==> config.mk <==
export PLATFORM = sky130hd
export DESIGN_NAME = tcd_top
export DESIGN_NICKNAME = d
export VERILOG_FILES = /design/src/inc/tcd_pkg.sv /design/src/rtl/tcd_chan.sv /design/src/rtl/tcd_top.sv
export VERILOG_INCLUDE_DIRS = /design/src /design/src/inc
export SDC_FILE = /design/constraint.sdc
export NUM_CORES = 1
export LEC_CHECK = 0
export ABC_AREA = 1
export BUFFER_PORTS_ARGS = -buffer_cell sky130_fd_sc_hd__buf_2
export CORE_UTILIZATION = 35
export CTS_BUF_LIST = sky130_fd_sc_hd__clkbuf_4 sky130_fd_sc_hd__clkbuf_8
export DETAILED_ROUTE_END_ITERATION = 6
export GPL_ROUTABILITY_DRIVEN = 1
export SLEW_MARGIN = 20
export SYNTH_ARGS = -nofsm -noshare
export SYNTH_HDL_FRONTEND = slang
export SYNTH_SLANG_ARGS = --single-unit
==> constraint.sdc <==
create_clock -name clk -period 2.06 [get_ports clk]
set_input_delay 0.103 -clock clk [delete_from_list [all_inputs] [get_ports clk]]
set_output_delay 0.103 -clock clk [all_outputs]
set_load 0.03 [all_outputs]
==> src/inc/tcd_params.svh <==
`ifndef TCD_PARAMS_SVH
`define TCD_PARAMS_SVH
// ------------------------------------------------------------
// Widths
// ------------------------------------------------------------
`define TCD_ADDR_W        8
`define TCD_DATA_W        16
`define TCD_CNT_W         16
`define TCD_FIELD_W       4
// ------------------------------------------------------------
// Register byte offsets
// ------------------------------------------------------------
`define TCD_OFS_IO_CTL    8'h00
`define TCD_OFS_MODE      8'h04
`define TCD_OFS_START     8'h08
`define TCD_OFS_COUNT     8'h0C
`define TCD_OFS_GR_C      8'h10
`define TCD_OFS_GR_D      8'h14
`define TCD_OFS_STATUS    8'h18
`define TCD_OFS_MASK      8'h1C
// ------------------------------------------------------------
// Field positions
// ------------------------------------------------------------
`define TCD_FLD_C_LSB     0
`define TCD_FLD_D_LSB     4
`define TCD_BIT_BUF_A     0
`define TCD_BIT_BUF_B     1
`define TCD_BIT_START     0
`define TCD_BIT_EVT_C     0
`define TCD_BIT_EVT_D     1
`define TCD_FB_TOP        3
`define TCD_FB_LEVEL      2
`define TCD_FB_BOTH       1
`define TCD_FB_FALL       0
// ------------------------------------------------------------
// Reset values
// ------------------------------------------------------------
`define TCD_RST_IO_CTL    8'h00
`define TCD_RST_MODE      2'h0
`define TCD_RST_STATUS    2'h0
`define TCD_RST_MASK      2'h0
`endif

==> src/inc/tcd_pkg.sv <==
`default_nettype none
package tcd_pkg;
  // Function chosen by one 4-bit field
  typedef enum logic [1:0] {
    TCD_OFF,
    TCD_CMP,
    TCD_CAP,
    TCD_BAD
  } tcd_mode_e;
  // Drive of one two-way pin
  typedef struct packed {
    logic level;
    logic oe_n;
  } tcd_pin_s;
  // Decode of one field, used by every channel
  function automatic tcd_mode_e tcd_mode(input logic [3:0] f);
    tcd_mode_e m;
    m = TCD_OFF;
    case (f[3:2])
      2'h0, 2'h1: m = (f[1:0] == 2'h0) ? TCD_OFF : TCD_CMP;
      2'h2:       m = TCD_CAP;
      default:    m = TCD_BAD;
    endcase
    return m;
  endfunction
endpackage
`default_nettype wire

==> src/rtl/tcd_chan.sv <==
`timescale 1ns/100ps
`default_nettype none
`include "tcd_params.svh"
module tcd_chan
  import tcd_pkg::*;
#(
  parameter int CNT_W = `TCD_CNT_W
)
(
  // Clock and reset
  input  wire logic             clk,
  input  wire logic             srst,
  // Configuration
  input  wire logic [3:0]       field,
  input  wire logic             buffered,
  input  wire logic             run,
  // Counter and general register
  input  wire logic [CNT_W-1:0] count,
  input  wire logic [CNT_W-1:0] gen_reg,
  // Pin
  input  wire logic             pin_in,
  output var  tcd_pin_s         pin_drv,
  // Events
  output var  logic             cap_hit,
  output var  logic             cmp_hit
);
  // ------------------------------------------------------------
  // Decode
  // ------------------------------------------------------------
  logic       pin_prev;   // Pin one cycle ago
  tcd_pin_s   next_drv;   // Next pin drive
  wire        active   = !buffered;
  wire        is_cmp   = (tcd_mode(field) == TCD_CMP) && active;
  wire        is_cap   = (tcd_mode(field) == TCD_CAP) && active;
  wire        rise     = pin_in && !pin_prev;
  wire        fall     = !pin_in && pin_prev;
  wire        one_edge = field[`TCD_FB_FALL] ? fall : rise;
  wire        edge_ok  = field[`TCD_FB_BOTH] ? (rise || fall) : one_edge;

  assign cap_hit = is_cap && edge_ok;
  assign cmp_hit = is_cmp && run && (count == gen_reg);

  // ------------------------------------------------------------
  // Pin action
  // ------------------------------------------------------------
  always_comb
  begin
    next_drv.oe_n  = !is_cmp;
    next_drv.level = pin_drv.level;
    if (!is_cmp)
      next_drv.level = 1'b0;
    else if (!run)
      next_drv.level = field[`TCD_FB_LEVEL];
    else if (cmp_hit)
    begin
      case (field[1:0])
        2'h1:    next_drv.level = 1'b0;
        2'h2:    next_drv.level = 1'b1;
        default: next_drv.level = !pin_drv.level;
      endcase
    end
  end

  // Edge history and pin flops
  always_ff @(posedge clk)
  begin
    if (srst)
    begin
      pin_prev <= 1'b0;
      pin_drv  <= '{level: 1'b0, oe_n: 1'b1};
    end
    else
    begin
      pin_prev <= pin_in;
      pin_drv  <= next_drv;
    end
  end
endmodule
`default_nettype wire

==> src/rtl/tcd_top.sv <==
// Overview of operation
// - Upper field drives D, lower field C
// - Top bit clear: compare; 00 off, 11 toggle
// - Second bit picks initial pin level
// - Code 01 drives pin low on match
// - Code 10 drives pin high on match
// - Code 10xx captures from own pin
// - Capture 00 rising, 01 falling edges
// - Second-lowest bit set: capture both edges
// - Lower field same encoding for C
// - Buffer B mode silences upper field
// - Buffer A mode silences lower field
// - Initial level applied only while stopped
//
// Decided for this implementation: the register addresses and the plain strobed port.
`timescale 1ns/100ps
`default_nettype none
`include "tcd_params.svh"
module tcd_top
  import tcd_pkg::*;
#(
  parameter int CNT_W = `TCD_CNT_W
)
(
  // Clock and reset
  input  wire logic                    clk,
  input  wire logic                    srst,
  // Register port
  input  wire logic [`TCD_ADDR_W-1:0]  reg_addr,
  input  wire logic [`TCD_DATA_W-1:0]  reg_wdata,
  input  wire logic                    reg_wr,
  input  wire logic                    reg_rd,
  output logic      [`TCD_DATA_W-1:0]  reg_rdata,
  // Pin C, index 0
  input  wire logic                    pin_c_in,
  output logic                         pin_c_out,
  output logic                         pin_c_oe_n,
  // Pin D, index 1
  input  wire logic                    pin_d_in,
  output logic                         pin_d_out,
  output logic                         pin_d_oe_n,
  // Interrupt
  output logic                         irq
);

  // ------------------------------------------------------------
  // Register state
  // ------------------------------------------------------------
  logic [7:0]       io_ctl;      // chan0_cd_io_control
  logic [1:0]       mode;        // Buffer mode bits A and B
  logic             run;         // Counter start bit
  logic [CNT_W-1:0] count;       // Channel counter
  logic [CNT_W-1:0] gen_reg [2]; // General registers C and D
  logic [1:0]       status;      // Sticky event bits
  logic [1:0]       mask;        // Interrupt enables

  // ------------------------------------------------------------
  // Per-channel wires
  // ------------------------------------------------------------
  logic [1:0]       pin_in;      // Pins, C then D
  tcd_pin_s         pin_drv [2]; // Pin drives from channels
  logic [1:0]       cap_hit;     // Capture edges seen
  logic [1:0]       cmp_hit;     // Compare matches seen
  logic [1:0]       evt;         // Any event per channel

  assign pin_in = {pin_d_in, pin_c_in};
  assign evt    = cap_hit | cmp_hit;

  // ------------------------------------------------------------
  // Address decode
  // ------------------------------------------------------------
  wire hit_io   = (reg_addr == `TCD_OFS_IO_CTL);
  wire hit_mode = (reg_addr == `TCD_OFS_MODE);
  wire hit_run  = (reg_addr == `TCD_OFS_START);
  wire hit_cnt  = (reg_addr == `TCD_OFS_COUNT);
  wire hit_grc  = (reg_addr == `TCD_OFS_GR_C);
  wire hit_grd  = (reg_addr == `TCD_OFS_GR_D);
  wire hit_sts  = (reg_addr == `TCD_OFS_STATUS);
  wire hit_msk  = (reg_addr == `TCD_OFS_MASK);

  // Write strobes per register
  wire wr_io    = reg_wr && hit_io;
  wire wr_mode  = reg_wr && hit_mode;
  wire wr_run   = reg_wr && hit_run;
  wire wr_cnt   = reg_wr && hit_cnt;
  wire wr_msk   = reg_wr && hit_msk;
  wire [1:0] wr_gr = {reg_wr && hit_grd, reg_wr && hit_grc};

  // Status read clears whatever it returns
  wire rd_sts   = reg_rd && hit_sts;

  // ------------------------------------------------------------
  // Read multiplexer
  // ------------------------------------------------------------
  logic [`TCD_DATA_W-1:0] next_rdata;  // Word for next cycle

  // Unmapped addresses and idle cycles read as zero
  always_comb
  begin
    next_rdata = '0;
    if (reg_rd)
    begin
      case (1'b1)
        hit_io:   next_rdata[7:0] = io_ctl;
        hit_mode: next_rdata[1:0] = mode;
        hit_run:  next_rdata[`TCD_BIT_START] = run;
        hit_cnt:  next_rdata[CNT_W-1:0] = count;
        hit_grc:  next_rdata[CNT_W-1:0] = gen_reg[0];
        hit_grd:  next_rdata[CNT_W-1:0] = gen_reg[1];
        hit_sts:  next_rdata[1:0] = status;
        hit_msk:  next_rdata[1:0] = mask;
        default:  next_rdata = '0;
      endcase
    end
  end

  // Read data stands for one cycle only
  always_ff @(posedge clk)
  begin
    if (srst)
      reg_rdata <= '0;
    else
      reg_rdata <= next_rdata;
  end

  // ------------------------------------------------------------
  // Control registers
  // ------------------------------------------------------------
  // Field and mode bits are plain storage
  always_ff @(posedge clk)
  begin
    if (srst)
    begin
      io_ctl <= `TCD_RST_IO_CTL;
      mode   <= `TCD_RST_MODE;
      run    <= 1'b0;
      mask   <= `TCD_RST_MASK;
    end
    else
    begin
      if (wr_io)
        io_ctl <= reg_wdata[7:0];
      if (wr_mode)
        mode <= reg_wdata[1:0];
      if (wr_run)
        run <= reg_wdata[`TCD_BIT_START];
      if (wr_msk)
        mask <= reg_wdata[1:0];
    end
  end

  // ------------------------------------------------------------
  // Counter
  // ------------------------------------------------------------
  logic [CNT_W-1:0] next_count;  // Counter next value

  // Software write wins over counting
  always_comb
  begin
    next_count = count;
    if (wr_cnt)
      next_count = reg_wdata[CNT_W-1:0];
    else if (run)
      next_count = count + 1'b1;
  end

  always_ff @(posedge clk)
  begin
    if (srst)
      count <= '0;
    else
      count <= next_count;
  end

  // ------------------------------------------------------------
  // Channels C and D
  // ------------------------------------------------------------
  // Index 0 is C with buffer A, index 1 is D with buffer B
  for (genvar i = 0; i < 2; i++)
  begin : g_chan
    logic [CNT_W-1:0] next_gr;   // General register next value
    // Upper field to D, lower to C
    wire  [3:0] field = io_ctl[4*i+3:4*i];
    wire        buffered = mode[i];

    tcd_chan #(
      .CNT_W    (CNT_W)
    ) u_chan (
      .clk      (clk),
      .srst     (srst),
      .field    (field),
      .buffered (buffered),
      .run      (run),
      .count    (count),
      .gen_reg  (gen_reg[i]),
      .pin_in   (pin_in[i]),
      .pin_drv  (pin_drv[i]),
      .cap_hit  (cap_hit[i]),
      .cmp_hit  (cmp_hit[i])
    );

    // Capture copies counter
    // A capture in the cycle of a software write keeps the
    // captured value, so no edge is lost to a busy driver.
    always_comb
    begin
      next_gr = gen_reg[i];
      if (cap_hit[i])
        next_gr = count;
      else if (wr_gr[i])
        next_gr = reg_wdata[CNT_W-1:0];
    end

    always_ff @(posedge clk)
    begin
      if (srst)
        gen_reg[i] <= '0;
      else
        gen_reg[i] <= next_gr;
    end
  end

  // ------------------------------------------------------------
  // Interrupt status
  // ------------------------------------------------------------
  logic [1:0] next_status;  // Sticky bits next value
  logic       next_irq;     // Interrupt next level

  // An event in the clearing read cycle stays set
  always_comb
  begin
    next_status = status;
    if (rd_sts)
      next_status = '0;
    next_status = next_status | evt;
    next_irq    = |(next_status & mask);
  end

  // Interrupt registered on the same edge as status, no glitch
  always_ff @(posedge clk)
  begin
    if (srst)
    begin
      status <= `TCD_RST_STATUS;
      irq    <= 1'b0;
    end
    else
    begin
      status <= next_status;
      irq    <= next_irq;
    end
  end

  // ------------------------------------------------------------
  // Pin outputs
  // ------------------------------------------------------------
  // These come straight from the channel flops
  assign pin_c_out  = pin_drv[0].level;
  assign pin_c_oe_n = pin_drv[0].oe_n;
  assign pin_d_out  = pin_drv[1].level;
  assign pin_d_oe_n = pin_drv[1].oe_n;

endmodule
`default_nettype wire

==> run_results.csv <==
group,metric,value,unit
setup_path,critical_path_class,"reg -> reg",
global_route,grt-ovfl-total,0,
run,drv_cap,0,
power_and_ir_drop,internal-power,2469,µW
min_path,holdCritPathClass,"in -> reg",
timing,max_freq,597.4,MHz
detailed_routing,drtIter0Drc,424,
final_layout,register_area,1722,µm²
timing,finalCriticalPeriod,1.674,ns
clock_tree,postCtsSetupRepairBufs,0,
floorplan,rows,43,
setup_path,ff2ff_path_depth,10,
timing,worst_pin_slew,0.5458,ns
setup_path,cp.arrival,1.96,ns
floorplan,die_height,121.4,µm
setup_path,rrSetupSlack,0.39,ns
power_and_ir_drop,ir_drop,0.3548,mV
timing,rsz0062_at_grt,"false",
final_layout,largest_register_ffs,32,
final_layout,fin_area,5674,µm²
timing,tns,0,ns
synth,synth-seq-area-share,0.3451,
placed_design,dp.final_hpwl,11490,µm
detailed_routing,viasPerCell,5.077,
final_layout,fillers,1489,
synth,synthTopCellsByArea,"dfxtp_1 35%, nand2_1 14%, o21ai_0 7.5%, inv_1 6.8%, a21oi_1 6.1%",
min_path,hold_end,"gen_reg[0][11]$_SDFFE_PP0P_",
power_and_ir_drop,netSwitchingFraction,0.2349,
synth,async_reset_ff_frac,0,
setup_path,crit_fanout,8,
detailed_routing,num_vias,5041,
synth,ys.flop_type,"dfxtp_1",
power_and_ir_drop,share_comb_of_total_power,0.059,
setup_path,startpoint_type,"register",
clock_tree,cts_tree,"done",
clock_tree,cts_root_buffer,"clkbuf_8",
power_and_ir_drop,netSwitchingPower,758.3,µW
clock_tree,cts_hold_buf,2,
floorplan,dieArea,14730,µm²
final_layout,drive_above_1_share,0.1451,
global_route,grt_pass1_wl,24350,µm
power_and_ir_drop,power.density,568.9,nW/µm²
final_layout,fin_nets,847,
detailed_routing,drc,0,
run_status,outcome,"finished, final reports clean",
synth,ys_ff_latch,86,
setup_path,cp.required,2.35,ns
global_route,grt_usage,0.2169,
synth,synth_cells,763,
min_path,holdPathStages,3,
final_layout,area_delta_synth_final,13.74,%
setup_path,worstReg2RegEnd,"g_chan[1].u_chan.pin_drv[1]$_SDFFE_PP0P_",
global_route,antenna_found_initial,0,
timing,finalSetupViolations,0,
detailed_routing,post_drt_wl_per_cell,15.65,µm
synth,synth_fp_nets,802,
floorplan,start_util,0.3594,
min_path,worstHoldStart,"reg_wdata[11]",
clock_tree,clockBufferDepth,2,
setup_path,reg2reg_from,"count[14]$_SDFFE_PP0P_",
timing,maxSlewViolCount,0,
synth,syn_avg_cell_area,6.538,µm²
synth,yosys.area.top_type,"dfxtp_1",
clock_tree,clkTransAtPathRegs,0.09,ns
global_route,grt_max_degree,53,
clock_tree,cts_sinks,86,
final_layout,diodes,0,
detailed_routing,wl,15540,µm
synth,synth.top_cell.area_share,0.3451,
floorplan,fp.dieW,121.4,µm
placed_design,gp_congestion,0.9113,
setup_path,crit_path_end_kind,"register",
synth,synth_edf_count,0,
placed_design,numPortBuffers,50,
power_and_ir_drop,power_frac_clock,0.423,
synth,synth_area,4989,µm²
final_layout,multi_input_area,2714,µm²
timing,fin_crit_sh,0.8125,
synth,synth_warnings,0,
final_layout,postLayoutCoreUtil,0.4088,
detailed_routing,first_pass_iters,5,
synth,yosys.cell_types.count,37,
timing,hold_violations,0,
clock_tree,htree_levels,3,
clock_tree,clk_latency,0.36,ns
power_and_ir_drop,p_leak,0.002506,µW
timing,skew,0.01019,ns
global_route,grt_pass1_vias,4455,
clock_tree,cts_resized,0,
floorplan,core_area,13880,µm²
power_and_ir_drop,p_seq_frac,0.518,
timing,slew_headroom,0.6362,
clock_tree,cts_buffers,9,
placed_design,dpl-instance-area,5431,µm²
floorplan,ioPinCount,51,
detailed_routing,ant_nets,0,
[layer usage]
layer | track usage | part of all wire
met3 | 0.02679 | 0.064
met1 | 0.3184 | 0.48
met4 | 0.04707 | 0.011
met5 | 0 | 0
met2 | 0.3352 | 0.44
[synthesized netlist by cell type (9+ instances only)]
cell type  number
nand3_1        43
a31oi_1        23
a21oi_1        61
inv_1          91
nor2_1         66
buf_2          17
o21ai_0        75
o21ai_1         9
dfxtp_1        86
ha_1            9
nand2_1       191
xor2_1         10
[power groups by stage]
stage | clock network [µW] | registers, µW | logic, µW
floorplan | 0 | 1710 | 98.7
CTS | 1370 | 1670 | 190
finish | 1370 | 1670 | 190
global route | 1450 | 1670 | 211
global placement | 0 | 1710 | 186
detailed placement | 0 | 1710 | 187
[critical path: stages, from the launching register on]
cell and delay, ns:
dfxtp_1 0.54, inv_1 0.14, nand2_1 0.08, nand2_1 0.08, nor2_1 0.18, nand2_1 0.07
nor2_1 0.10, nand3_1 0.15, nand2_1 0.10, nand2_1 0.05, a21oi_1 0.12
[worst max-delay path by stage]
| stage | cells past startpoint | end | startpoint | slack, ns |
|---|---|---|---|---|
| after floorplan | 8 | count[10]$_SDFFE_PP0P_ | count[1]$_SDFFE_PP0P_ | 0.54 |
| after global placement | 10 | irq$_SDFF_PP0_ | count[14]$_SDFFE_PP0P_ | 0.44 |
| after detailed placement | 11 | g_chan[0].u_chan.pin_drv[1]$_SDFFE_PP0P_ | io_ctl[1]$_SDFFE_PP0P_ | 0.43 |
| after CTS | 10 | g_chan[1].u_chan.pin_drv[1]$_SDFFE_PP0P_ | count[14]$_SDFFE_PP0P_ | 0.40 |
| after global routing | 10 | gen_reg[1][5]$_SDFFE_PP0P_ | pin_d_in | 0.21 |
| final | 10 | g_chan[1].u_chan.pin_drv[1]$_SDFFE_PP0P_ | count[14]$_SDFFE_PP0P_ | 0.39 |
[area by class of cell]
type,count,area share
Clock buffer,12,0.02690
Clock inverter,4,0.01235
Inverter,98,0.06483
Multi-Input combinational cell,544,0.4783
Sequential cell,86,0.3034
Tap cell,180,0.03969
Timing Repair Buffer,69,0.07453
[logic make-up after synthesis]
group,Yosys count,share of synthesized area
AO/OA/AOI/OAI,186,0.2042
XOR/XNOR,13,0.02282
adder cells (fa/ha/maj),9,0.02257
buffers and inverters,133,0.1109
flip-flops,86,0.3451
AND/OR/NAND/NOR,336,0.2945
[per-stage QoR]
| stage | power, µW | setup slack (ns) | std cells | hold slack (ns) |
|---|---|---|---|---|
| finish | 3228 | 0.3862 | 993 | 0.008421 |
| global route | 3332 | 0.2051 | 993 | 0.03010 |
| CTS | 3232 | 0.4004 | 993 | 0.0003350 |
| detailed placement | 1897 | 0.4326 | 975 | 0.3686 |
| global placement | 1896 | 0.4362 | 975 | 0.3592 |
| floorplan | 1808 | 0.5393 | 763 | 0.2316 |
[placed cells by master, fill, tap and decap left out, types with 15 or more instances in the layout]
cell     instances
nor2_1          66
a31oi_1         23
buf_2           50
o21ai_0         75
buf_4           15
nand3_1         43
inv_1           91
dfxtp_1         86
a21oi_1         61
nand2_1        191
Power figures use the tool's default switching activity.
